==> config.mk <==
export PLATFORM = sky130hd
export DESIGN_NAME = region_remap_and_stall_resume
export DESIGN_NICKNAME = d
export VERILOG_FILES = /design/src/verilog/region_remap_pkg.sv /design/src/verilog/remap_attr_decode.sv /design/src/verilog/region_remap_and_stall_resume.sv
export SDC_FILE = /design/constraint.sdc
export NUM_CORES = 1
export LEC_CHECK = 0
export CORE_UTILIZATION = 50
export DETAILED_ROUTE_END_ITERATION = 10
export DONT_BUFFER_PORTS = 1
export HOLD_SLACK_MARGIN = 0.08
export PLACE_DENSITY = 0.76
export SYNTH_ARGS = -nofsm -noshare
export SYNTH_HDL_FRONTEND = slang
export SYNTH_SLANG_ARGS = --single-unit
==> constraint.sdc <==
create_clock -name pclk -period 1.9 [get_ports pclk]
set_input_delay 0.19 -clock pclk [delete_from_list [all_inputs] [get_ports pclk]]
set_output_delay 0.19 -clock pclk [all_outputs]
set_load 0.01 [all_outputs]
==> src/verilog/region_remap_pkg.sv <==
// Purpose: Shared constants and types for the region remap and stall resume block.
// Assumes: A 32-bit APB register window with byte addresses in the low eight bits.
// Notes: Every offset, bit position, mask and encoding used by the design lives here.
`default_nettype none

package region_remap_pkg;

	// ==========================================================================
	// Register map
	// ==========================================================================
	localparam int ADDR_W = 8;
	localparam logic [7:0] OFF_REMAP = 8'h00;
	localparam logic [7:0] OFF_RESUME = 8'h04;
	localparam logic [7:0] OFF_TABLE_CTRL = 8'h08;
	localparam logic [7:0] OFF_ATTR_IND = 8'h0C;
	localparam logic [7:0] OFF_FAULT_STATUS = 8'h10;
	localparam logic [7:0] OFF_FAULT_MODEL = 8'h14;

	// ==========================================================================
	// Field positions
	// ==========================================================================
	localparam int EXT_ADDR_EN_BIT = 31;
	localparam int STALLED_BIT = 30;
	localparam int STALL_MODEL_BIT = 0;
	localparam int TERMINATE_NOT_RETRY_BIT = 0;
	localparam int OUTER_MAP_LSB = 24;
	localparam int NORMAL_SHARED_ONE_BIT = 19;
	localparam int NORMAL_SHARED_ZERO_BIT = 18;
	localparam int DEVICE_SHARED_ONE_BIT = 17;
	localparam int DEVICE_SHARED_ZERO_BIT = 16;
	localparam int TYPE_FIELD_W = 2;
	localparam int ATTR_BYTE_W = 8;

	// ==========================================================================
	// Masks and reset values
	// ==========================================================================
	// Bits 23:20 are reserved and always read as zero.
	localparam logic [31:0] REMAP_MASK_OUTER = 32'hFF0F_FFFF;
	localparam logic [31:0] REMAP_MASK_NO_OUTER = 32'h000F_FFFF;
	localparam logic [31:0] WORD_ZERO = 32'h0000_0000;
	// The remap word has no defined reset value; zero is chosen for a clean start.
	localparam logic [31:0] REMAP_RESET = 32'h0000_0000;
	localparam logic [31:0] TABLE_CTRL_MASK = 32'h8000_0000;
	localparam logic [31:0] FAULT_MODEL_MASK = 32'h0000_0001;

	// ==========================================================================
	// Types
	// ==========================================================================
	typedef enum logic [1:0] {
		MT_STRONG = 2'h0,
		MT_DEVICE = 2'h1,
		MT_NORMAL = 2'h2,
		MT_RESERVED = 2'h3
	} mem_type_t;

	typedef enum logic [1:0] {
		ST_RUN = 2'h0,
		ST_STALLED = 2'h1
	} stall_state_t;

endpackage

`default_nettype wire

==> src/verilog/remap_attr_decode.sv <==
// Purpose: Combinational short-descriptor attribute remap from the primary remap word.
// Assumes: The remap word already has reserved bits forced to zero.
// Notes: Index 6 uses the standard decode; no custom meaning is implemented.
`timescale 1ns/10ps
`default_nettype none

module remap_attr_decode (
	// Remap word
	input wire logic [31:0] remap_word,
	// Entry attribute bits
	input wire logic tex0,
	input wire logic cacheable,
	input wire logic bufferable,
	input wire logic share_bit,
	// Decoded attributes
	output region_remap_pkg::mem_type_t mem_type,
	output logic shareable,
	output logic outer_shareable
);

	logic [2:0] idx;
	logic [1:0] field;

	// ==========================================================================
	// Index and field select
	// ==========================================================================
	// index and field
	assign idx = {tex0, cacheable, bufferable};
	assign field = remap_word[{idx, 1'b0} +: region_remap_pkg::TYPE_FIELD_W];

	// type decode, index six standard
	// The reserved code maps to strongly ordered, the safest of the choices.
	always_comb begin
		case (field)
			2'h0: mem_type = region_remap_pkg::MT_STRONG;
			2'h1: mem_type = region_remap_pkg::MT_DEVICE;
			2'h2: mem_type = region_remap_pkg::MT_NORMAL;
			default: mem_type = region_remap_pkg::MT_STRONG;
		endcase
	end

	// ==========================================================================
	// Shareability
	// ==========================================================================
	// shared mapping bits
	// Strongly ordered memory is always shareable.
	always_comb begin
		case (mem_type)
			region_remap_pkg::MT_NORMAL: begin
				shareable = share_bit ? remap_word[region_remap_pkg::NORMAL_SHARED_ONE_BIT]
					: remap_word[region_remap_pkg::NORMAL_SHARED_ZERO_BIT];
			end
			region_remap_pkg::MT_DEVICE: begin
				shareable = share_bit ? remap_word[region_remap_pkg::DEVICE_SHARED_ONE_BIT]
					: remap_word[region_remap_pkg::DEVICE_SHARED_ZERO_BIT];
			end
			default: shareable = 1'b1;
		endcase
	end

	// outer map bit, zero selects outer
	assign outer_shareable = (mem_type == region_remap_pkg::MT_NORMAL) && shareable
		&& !remap_word[region_remap_pkg::OUTER_MAP_LSB + idx];

endmodule

`default_nettype wire

==> src/verilog/region_remap_and_stall_resume.sv <==
// Purpose: Context bank remap lookup and stalled transaction resume control behind APB.
// Assumes: Lookup and stall requests come from logic on pclk; APB answers in one access cycle.
// Notes: Lookup results appear one cycle after the request, from registered outputs.
//
// Behaviour
// - Remap word serves only while extended address enable is zero; else attribute register.
// - Remap word is a 32-bit read-write register, programmed by software before use.
// - Index is type-extension bit, cacheable, bufferable; selects field at bits 2k+1:2k.
// - Field 00 strongly ordered, 01 device, 10 normal, 11 reserved.
// - Bits 31:24 per index: zero gives outer shareable for shareable normal memory.
// - Without inner/outer distinction, outer map bits read zero and ignore writes.
// - Index six may carry a custom meaning; here it decodes like the rest.
// - Normal memory with entry share bit one takes shareability from bit 19.
// - Normal memory with entry share bit zero takes shareability from bit 18.
// - Device memory with entry share bit one takes shareability from bit 17.
// - Device memory with entry share bit zero takes shareability from bit 16.
// - Resume control is write only; bit 0 zero retries, one terminates the stall.
// - Only a resume control write clears the stalled flag.
// - Retry re-runs before table control is used, so its changes take effect.
// - A nested translation stalled in stage two restarts from stage one.
// - A retry may restart earlier, such as repeating security state determination.
`timescale 1ns/10ps
`default_nettype none

module region_remap_and_stall_resume #(
	parameter bit OUTER_DISTINCT = 1'b1
) (
	// Clock and reset
	input wire logic pclk,
	input wire logic presetn,
	// APB slave
	input wire logic psel,
	input wire logic penable,
	input wire logic pwrite,
	input wire logic [7:0] paddr,
	input wire logic [31:0] pwdata,
	output logic [31:0] prdata,
	output logic pready,
	output logic pslverr,
	// Lookup request
	input wire logic lk_valid,
	input wire logic [31:0] lk_addr,
	input wire logic lk_tex0,
	input wire logic lk_c,
	input wire logic lk_b,
	input wire logic lk_s,
	// Lookup answer
	output logic rsp_valid,
	output logic [31:0] rsp_addr,
	output logic [1:0] rsp_mem_type,
	output logic rsp_shareable,
	output logic rsp_outer_shareable,
	output logic rsp_long_desc,
	output logic [7:0] rsp_attr,
	// Stall path
	input wire logic stall_req,
	input wire logic stall_stage_two,
	output logic stalled,
	output logic retry_pulse,
	output logic retry_from_stage_one,
	output logic terminate_pulse
);

	// ==========================================================================
	// Helpers
	// ==========================================================================
	// Address match on the word offset, used by reads and writes alike.
	function automatic logic hit(input logic [7:0] addr, input logic [7:0] off);
		hit = (addr == off);
	endfunction

	function automatic logic mapped(input logic [7:0] addr);
		mapped = hit(addr, region_remap_pkg::OFF_REMAP) || hit(addr, region_remap_pkg::OFF_RESUME)
			|| hit(addr, region_remap_pkg::OFF_TABLE_CTRL) || hit(addr, region_remap_pkg::OFF_ATTR_IND)
			|| hit(addr, region_remap_pkg::OFF_FAULT_STATUS)
			|| hit(addr, region_remap_pkg::OFF_FAULT_MODEL);
	endfunction

	localparam logic [31:0] REMAP_MASK = OUTER_DISTINCT ? region_remap_pkg::REMAP_MASK_OUTER
		: region_remap_pkg::REMAP_MASK_NO_OUTER;

	logic [31:0] remap_ff;
	logic [31:0] table_ctrl_ff;
	logic [31:0] attr_ind_ff;
	logic [31:0] fault_model_ff;
	logic [31:0] prdata_ff;
	logic pready_ff;
	logic pslverr_ff;
	logic [31:0] nxt_prdata;
	logic setup;
	logic wr;
	logic resume_wr;
	logic ext_addr_en;
	logic stall_model;
	region_remap_pkg::stall_state_t state_ff;
	region_remap_pkg::stall_state_t nxt_state;
	logic stage_two_ff;
	logic retry_ff;
	logic retry_s1_ff;
	logic term_ff;
	region_remap_pkg::mem_type_t dec_type;
	logic dec_share;
	logic dec_outer;
	logic rsp_valid_ff;
	logic [31:0] rsp_addr_ff;
	logic [1:0] rsp_type_ff;
	logic rsp_share_ff;
	logic rsp_outer_ff;
	logic rsp_long_ff;
	logic [7:0] rsp_attr_ff;

	// ==========================================================================
	// APB slave
	// ==========================================================================
	// The read word is captured in the setup cycle so the access cycle answers at once.
	assign setup = psel && !penable;
	assign wr = psel && penable && pready_ff && pwrite;
	assign resume_wr = wr && hit(paddr, region_remap_pkg::OFF_RESUME);
	assign ext_addr_en = table_ctrl_ff[region_remap_pkg::EXT_ADDR_EN_BIT];
	assign stall_model = fault_model_ff[region_remap_pkg::STALL_MODEL_BIT];

	// Read multiplexer; resume control is write only and reads as zero.
	always_comb begin
		nxt_prdata = region_remap_pkg::WORD_ZERO;
		case (paddr)
			region_remap_pkg::OFF_REMAP: nxt_prdata = remap_ff;
			region_remap_pkg::OFF_TABLE_CTRL: nxt_prdata = table_ctrl_ff;
			region_remap_pkg::OFF_ATTR_IND: nxt_prdata = attr_ind_ff;
			region_remap_pkg::OFF_FAULT_STATUS: begin
				nxt_prdata[region_remap_pkg::STALLED_BIT] = (state_ff == region_remap_pkg::ST_STALLED);
			end
			region_remap_pkg::OFF_FAULT_MODEL: nxt_prdata = fault_model_ff;
			default: nxt_prdata = region_remap_pkg::WORD_ZERO;
		endcase
	end

	// Handshake flops: one-cycle access, error on an unmapped address.
	always_ff @(posedge pclk or negedge presetn) begin
		if (!presetn) begin
			pready_ff <= 1'b0;
			pslverr_ff <= 1'b0;
			prdata_ff <= region_remap_pkg::WORD_ZERO;
		end else begin
			pready_ff <= setup;
			pslverr_ff <= setup && !mapped(paddr);
			if (setup && !pwrite) begin
				prdata_ff <= nxt_prdata;
			end
		end
	end

	// remap register write, reserved bits dropped, outer bits too when OUTER_DISTINCT is zero
	always_ff @(posedge pclk or negedge presetn) begin
		if (!presetn) begin
			remap_ff <= region_remap_pkg::REMAP_RESET;
		end else if (wr && hit(paddr, region_remap_pkg::OFF_REMAP)) begin
			remap_ff <= pwdata & REMAP_MASK;
		end
	end

	// Control words steering the lookup selection and fault model.
	always_ff @(posedge pclk or negedge presetn) begin
		if (!presetn) begin
			table_ctrl_ff <= region_remap_pkg::WORD_ZERO;
			attr_ind_ff <= region_remap_pkg::WORD_ZERO;
			fault_model_ff <= region_remap_pkg::WORD_ZERO;
		end else begin
			if (wr && hit(paddr, region_remap_pkg::OFF_TABLE_CTRL)) begin
				table_ctrl_ff <= pwdata & region_remap_pkg::TABLE_CTRL_MASK;
			end
			if (wr && hit(paddr, region_remap_pkg::OFF_ATTR_IND)) begin
				attr_ind_ff <= pwdata;
			end
			if (wr && hit(paddr, region_remap_pkg::OFF_FAULT_MODEL)) begin
				fault_model_ff <= pwdata & region_remap_pkg::FAULT_MODEL_MASK;
			end
		end
	end

	// ==========================================================================
	// Attribute lookup
	// ==========================================================================
	remap_attr_decode u_decode (
		.remap_word(remap_ff),
		.tex0(lk_tex0),
		.cacheable(lk_c),
		.bufferable(lk_b),
		.share_bit(lk_s),
		.mem_type(dec_type),
		.shareable(dec_share),
		.outer_shareable(dec_outer)
	);

	// registered answer, format select
	// Registers are read in the lookup cycle itself, so a write one cycle earlier counts.
	always_ff @(posedge pclk or negedge presetn) begin
		if (!presetn) begin
			rsp_valid_ff <= 1'b0;
			rsp_addr_ff <= region_remap_pkg::WORD_ZERO;
			rsp_type_ff <= region_remap_pkg::MT_STRONG;
			rsp_share_ff <= 1'b0;
			rsp_outer_ff <= 1'b0;
			rsp_long_ff <= 1'b0;
			rsp_attr_ff <= 8'h00;
		end else begin
			rsp_valid_ff <= lk_valid;
			if (lk_valid) begin
				rsp_addr_ff <= lk_addr;
				rsp_long_ff <= ext_addr_en;
				if (ext_addr_en) begin
					rsp_type_ff <= region_remap_pkg::MT_STRONG;
					rsp_share_ff <= 1'b0;
					rsp_outer_ff <= 1'b0;
					rsp_attr_ff <= attr_ind_ff[{lk_c, lk_b, 3'h0} +: region_remap_pkg::ATTR_BYTE_W];
				end else begin
					rsp_type_ff <= dec_type;
					rsp_share_ff <= dec_share;
					rsp_outer_ff <= dec_outer;
					rsp_attr_ff <= 8'h00;
				end
			end
		end
	end

	// ==========================================================================
	// Stall and resume
	// ==========================================================================
	// only resume clears, new stall wins
	// model change while stalled is not guarded
	always_comb begin
		nxt_state = state_ff;
		case (state_ff)
			region_remap_pkg::ST_RUN: begin
				if (stall_req && stall_model) begin
					nxt_state = region_remap_pkg::ST_STALLED;
				end
			end
			region_remap_pkg::ST_STALLED: begin
				if (resume_wr && !stall_req) begin
					nxt_state = region_remap_pkg::ST_RUN;
				end
			end
			default: nxt_state = region_remap_pkg::ST_RUN;
		endcase
	end

	always_ff @(posedge pclk or negedge presetn) begin
		if (!presetn) begin
			state_ff <= region_remap_pkg::ST_RUN;
		end else begin
			state_ff <= nxt_state;
		end
	end

	// Which stage stalled, kept only for the stage-two cover; the retry always names stage one.
	always_ff @(posedge pclk or negedge presetn) begin
		if (!presetn) begin
			stage_two_ff <= 1'b0;
		end else if (stall_req && stall_model && (state_ff == region_remap_pkg::ST_RUN)) begin
			stage_two_ff <= stall_stage_two;
		end
	end

	// retry or terminate, restart at stage one
	// Every retry restarts at stage one, ahead of table control use; that also covers
	// the earlier restart allowance. A terminate-model stall ends at once.
	always_ff @(posedge pclk or negedge presetn) begin
		if (!presetn) begin
			retry_ff <= 1'b0;
			retry_s1_ff <= 1'b0;
			term_ff <= 1'b0;
		end else begin
			retry_ff <= (state_ff == region_remap_pkg::ST_STALLED) && resume_wr
				&& !pwdata[region_remap_pkg::TERMINATE_NOT_RETRY_BIT];
			retry_s1_ff <= (state_ff == region_remap_pkg::ST_STALLED) && resume_wr
				&& !pwdata[region_remap_pkg::TERMINATE_NOT_RETRY_BIT];
			term_ff <= ((state_ff == region_remap_pkg::ST_STALLED) && resume_wr
				&& pwdata[region_remap_pkg::TERMINATE_NOT_RETRY_BIT])
				|| ((state_ff == region_remap_pkg::ST_RUN) && stall_req && !stall_model);
		end
	end

	// ==========================================================================
	// Outputs
	// ==========================================================================
	assign prdata = prdata_ff;
	assign pready = pready_ff;
	assign pslverr = pslverr_ff;
	assign rsp_valid = rsp_valid_ff;
	assign rsp_addr = rsp_addr_ff;
	assign rsp_mem_type = rsp_type_ff;
	assign rsp_shareable = rsp_share_ff;
	assign rsp_outer_shareable = rsp_outer_ff;
	assign rsp_long_desc = rsp_long_ff;
	assign rsp_attr = rsp_attr_ff;
	assign stalled = (state_ff == region_remap_pkg::ST_STALLED);
	assign retry_pulse = retry_ff;
	assign retry_from_stage_one = retry_s1_ff;
	assign terminate_pulse = term_ff;

	// ==========================================================================
	// Assertions
	// ==========================================================================
	logic short_lk;
	logic [2:0] lk_idx;
	assign short_lk = lk_valid && !ext_addr_en;
	assign lk_idx = {lk_tex0, lk_c, lk_b};

	AST_LONG_SELECT: assert property (@(posedge pclk) disable iff (!presetn)
		lk_valid && ext_addr_en |=> rsp_long_desc && rsp_attr == $past(attr_ind_ff[{lk_c, lk_b, 3'h0} +: 8]))
		else $error("Long format lookup did not use the attribute register.");

	AST_REMAP_STORE: assert property (@(posedge pclk) disable iff (!presetn)
		wr && paddr == region_remap_pkg::OFF_REMAP |=> remap_ff == $past(pwdata & REMAP_MASK))
		else $error("Remap write was not stored.");

	AST_TYPE_FIELD: assert property (@(posedge pclk) disable iff (!presetn)
		short_lk && remap_ff[{lk_idx, 1'b0} +: 2] != 2'h3 |=>
		rsp_mem_type == $past(remap_ff[{lk_idx, 1'b0} +: 2]))
		else $error("Memory type did not follow the indexed field.");

	AST_OUTER_MAP: assert property (@(posedge pclk) disable iff (!presetn)
		short_lk && dec_type == region_remap_pkg::MT_NORMAL && dec_share |=>
		rsp_outer_shareable == !$past(remap_ff[region_remap_pkg::OUTER_MAP_LSB + lk_idx]))
		else $error("Outer shareable did not follow its map bit.");

	AST_OUTER_RAZ: assert property (@(posedge pclk) disable iff (!presetn)
		(remap_ff & ~REMAP_MASK) == region_remap_pkg::WORD_ZERO)
		else $error("Reserved or absent remap bits are not zero.");

	AST_NORMAL_SHARE: assert property (@(posedge pclk) disable iff (!presetn)
		short_lk && dec_type == region_remap_pkg::MT_NORMAL |=>
		rsp_shareable == ($past(lk_s) ? $past(remap_ff[19]) : $past(remap_ff[18])))
		else $error("Normal memory shareability wrong.");

	AST_DEVICE_SHARE: assert property (@(posedge pclk) disable iff (!presetn)
		short_lk && dec_type == region_remap_pkg::MT_DEVICE |=>
		rsp_shareable == ($past(lk_s) ? $past(remap_ff[17]) : $past(remap_ff[16])))
		else $error("Device memory shareability wrong.");

	AST_RETRY: assert property (@(posedge pclk) disable iff (!presetn)
		stalled && resume_wr && !pwdata[0] |=> retry_pulse && retry_from_stage_one && !terminate_pulse)
		else $error("Retry write did not retry.");

	AST_TERMINATE: assert property (@(posedge pclk) disable iff (!presetn)
		stalled && resume_wr && pwdata[0] |=> terminate_pulse && !retry_pulse)
		else $error("Terminate write did not terminate.");

	AST_STALL_HOLD: assert property (@(posedge pclk) disable iff (!presetn)
		stalled && !resume_wr |=> stalled)
		else $error("Stalled flag cleared without a resume write.");

	COV_STALL_RETRY: cover property (@(posedge pclk) disable iff (!presetn)
		stalled && resume_wr && !pwdata[0]);
	COV_STAGE_TWO: cover property (@(posedge pclk) disable iff (!presetn)
		stalled && stage_two_ff ##[1:50] retry_pulse);
	COV_OUTER: cover property (@(posedge pclk) disable iff (!presetn)
		rsp_valid && rsp_outer_shareable);

endmodule

`default_nettype wire

==> impl_metrics.toml <==
[yosys]
syn_avg_cell_area_um2 = 13.68
ys_seq_area_frac = 0.5703
yosys_warnings = 0
yosysTopAreaCellShare = 0.5703
synth_top_area_cell = "dfrtp_1"
ys_async_sr_fraction = 1.000
synthFlopType = "dfrtp_1"
ys_top_cells_by_area = "dfrtp_1, mux2_2, mux2_4"
syn_inst = 465
synthesis.nets = 552
syn_area_um2 = 6362
synth_cell_types = 40
yosys_register_bits = 145
synth_edf_count = 0

[layout]
insertedDiodeCount = 0
layout-drive-gt1-share = 0.3082
fin_util = 0.6910
final_common_cell = "dfrtp_1"
syn2layout_area_growth_pct = 32.63
final_nets = 687
mostFrequentLayoutCells = "dfrtp_1, dlygate4sd3_1, mux2_2"

[sta]
clock_skew_ns = 0.006782
hold_viol = 150
slew_viol_final = 0
finalCritPeriodShare = 1.089
post-route-min-period_ns = 2.069
finalSetupTns_ns = -0.3057
rsz0062_at_grt = "yes"
hold_slack_ns = -0.5356
setup_viol = 3
tightest_slew_ns = 0.4060
max_freq_mhz = 483.4
fin_ws_ns = -0.1685
max_slew_margin = 0.7293

[worst_setup_path]
cpMaxStageDelayCell = "mux4_2"
crit_path_end_kind = "flip-flop"
crit_path_start_kind = "flip-flop"
crit_required_ns = 2.20
worst_path_largest_cell_delay_ns = 0.52
critical_path_class = "reg -> reg"
cp_max_fo = 2
arrival_ns = 2.37
crit_chain = "mux4_2, mux2i_4, inv_2, ha_4, a221oi_2, nor2_1, mux2_4"

[route]
drt_iter0_markers = 275
ant_nets = 0
drc = 0
viasPerCell = 5.720
dr.pass1.iters = 4
wl_mm = 16.93
via_count = 4450
wl_per_cell_um = 21.76

[clocking]
ctsHoldBuffers = 115
htreeDepth = 4
cts_buffers = 17
clockRootBuffer = "clkbuf_16"
tritoncts = "yes"
clkTransAtPathRegs_ns = 0.06
clockBufferDepth = 2
numClockSinks = 145
clk_latency_ns = 0.42

[placement]
place_hpwl_mm = 10.25
gp_congestion = 0.8502
io_buffers = 0

[grt]
grt_pass1_wl_mm = 26.21
grt_util_all_layers = 0.2703
grt_max_degree = 146
grt_overflow = 0
antenna_found_initial = 0
grt_pass1_vias = 4788

[status]
outcome = "finished with violations"
violations = "negative hold slack, negative setup slack"

[power]
peakVddDrop_mv = 0.5737
powerDensity_nw_per_um2 = 801.3
p_leak_nw = 3.874

[floorplanning]
die_h_um = 114.8
io-pin-count = 168
initial_core_util = 0.5210
fp.dieW_um = 114.8
coreArea_um2 = 12210
die_area_um2 = 13180
rows = 40

[job]
maxCapViolations = 0

[min_path]
hold_class = "in -> async"
-- worst max-delay path: cells and delay by family (launching register included) --
family	cells	cell delay (ns)
and+or+nand+nor	1	0.07
muxes	3	1.00
AOI/OAI and AO/OA	1	0.25
DFF	1	0.38
adders and majority gates	1	0.17
buffers and inverters	1	0.09
-- flip-flops by register name, summed over array words and instances, names as in the netlist, 2 cells and up --
register and count:
attr_ind_ff 32, prdata 32, remap_ff 28, rsp_addr 32, rsp_attr 8, rsp_mem_type 2
-- per-layer routing --
metal / wire length (um) / GRT usage / vias to the layer above
met4: 274 / 0.09437 / 0
met2: 8522 / 0.4509 / 187
met5: 0 / 0 / -
met3: 1322 / 0.09172 / 29
met1: 6813 / 0.3301 / 2295
li1: - / - / 1939
-- Yosys cell counts, types with 3 or more instances --
library cell and number:
buf_2 11, nand2_1 37, nand3b_1 3, mux2_4 30, a21oi_1 3, inv_1 14
nor3_1 3, mux2_2 71, clkbuf_1 12, nor2_1 6, a22oi_1 25, ha_1 3
nand3_1 10, buf_6 5, mux4_2 14, buf_4 4, o21ai_1 10, dfrtp_1 145
o21ai_0 32
-- final cells by class --
class                   count  area, um^2
multi-input cells         273        2562
clock buffers              23       478.0
repair buffers            149        1448
clock inverters             6       58.81
inverters                  14       52.55
flip-flops and latches    145        3628
fillers                   810        3774
well taps                 168       210.2
-- cells by family after synthesis --
| group | count (synthesis) | synth area share |
|---|---|---|
| flops | 145 | 0.5703 |
| mux | 117 | 0.2492 |
| buf+inv | 47 | 0.03815 |
| simple gates | 75 | 0.06057 |
| xor+xnor | 1 | 0.001377 |
| fa+ha+maj | 3 | 0.005900 |
| compound gates | 77 | 0.07453 |
-- power by group --
part	switching [W]	internal [W]	leakage, nW
clock	0.00122	0.00187	0.268
sequential	0.000100	0.00317	1.94
combinational	0.000109	0.000288	1.66
-- timing repair --
action	in CTS	in global routing
pin swaps	3	1
setup buffers	3	3
setup endpoints to repair	2	3
hold endpoints to repair	258	150
gates resized for setup	4	9
-- path summary, 6_finish.rpt --
check / from / endpoint / slack [ns] / cells after the start
worst min-delay path: presetn / rsp_addr[19]$_DFFE_PN0P_ / -0.54 / 0
max in group asynchronous: presetn / fault_model_ff[0]$_DFFE_PN0P_ / 2.23 / 0
min in group pclk: lk_valid / rsp_valid$_DFF_PN0_ / -0.20 / 0
worst max register to register: remap_ff[6]$_DFFE_PN0P_ / rsp_shareable$_DFFE_PN0P_ / -0.17 / 7
worst min register to register: remap_ff[24]$_DFFE_PN0P_ / remap_ff[24]$_DFFE_PN0P_ / 0.53 / 1
worst max-delay path: remap_ff[6]$_DFFE_PN0P_ / rsp_shareable$_DFFE_PN0P_ / -0.17 / 7
-- metrics by stage --
| stage | instance area, um^2 | power [W] | cells | hold slack [ns] | setup WS, ns |
|---|---|---|---|---|---|
| 2_1_floorplan | 6385 | 0.003465 | 465 | -0.1056 | -0.07106 |
| 3_3_place_gp | 6655 | 0.003453 | 630 | -0.1010 | -0.1540 |
| 3_5_place_dp | 6655 | 0.003467 | 630 | -0.09965 | -0.2180 |
| 4_1_cts | 8379 | 0.006754 | 777 | -0.5430 | -0.1506 |
| 5_1_grt | 8438 | 0.006957 | 778 | -0.5572 | -0.2322 |
| 6_report | 8438 | 0.006761 | 778 | -0.5356 | -0.1685 |
No activity file was read; power rests on OpenSTA's default activity.
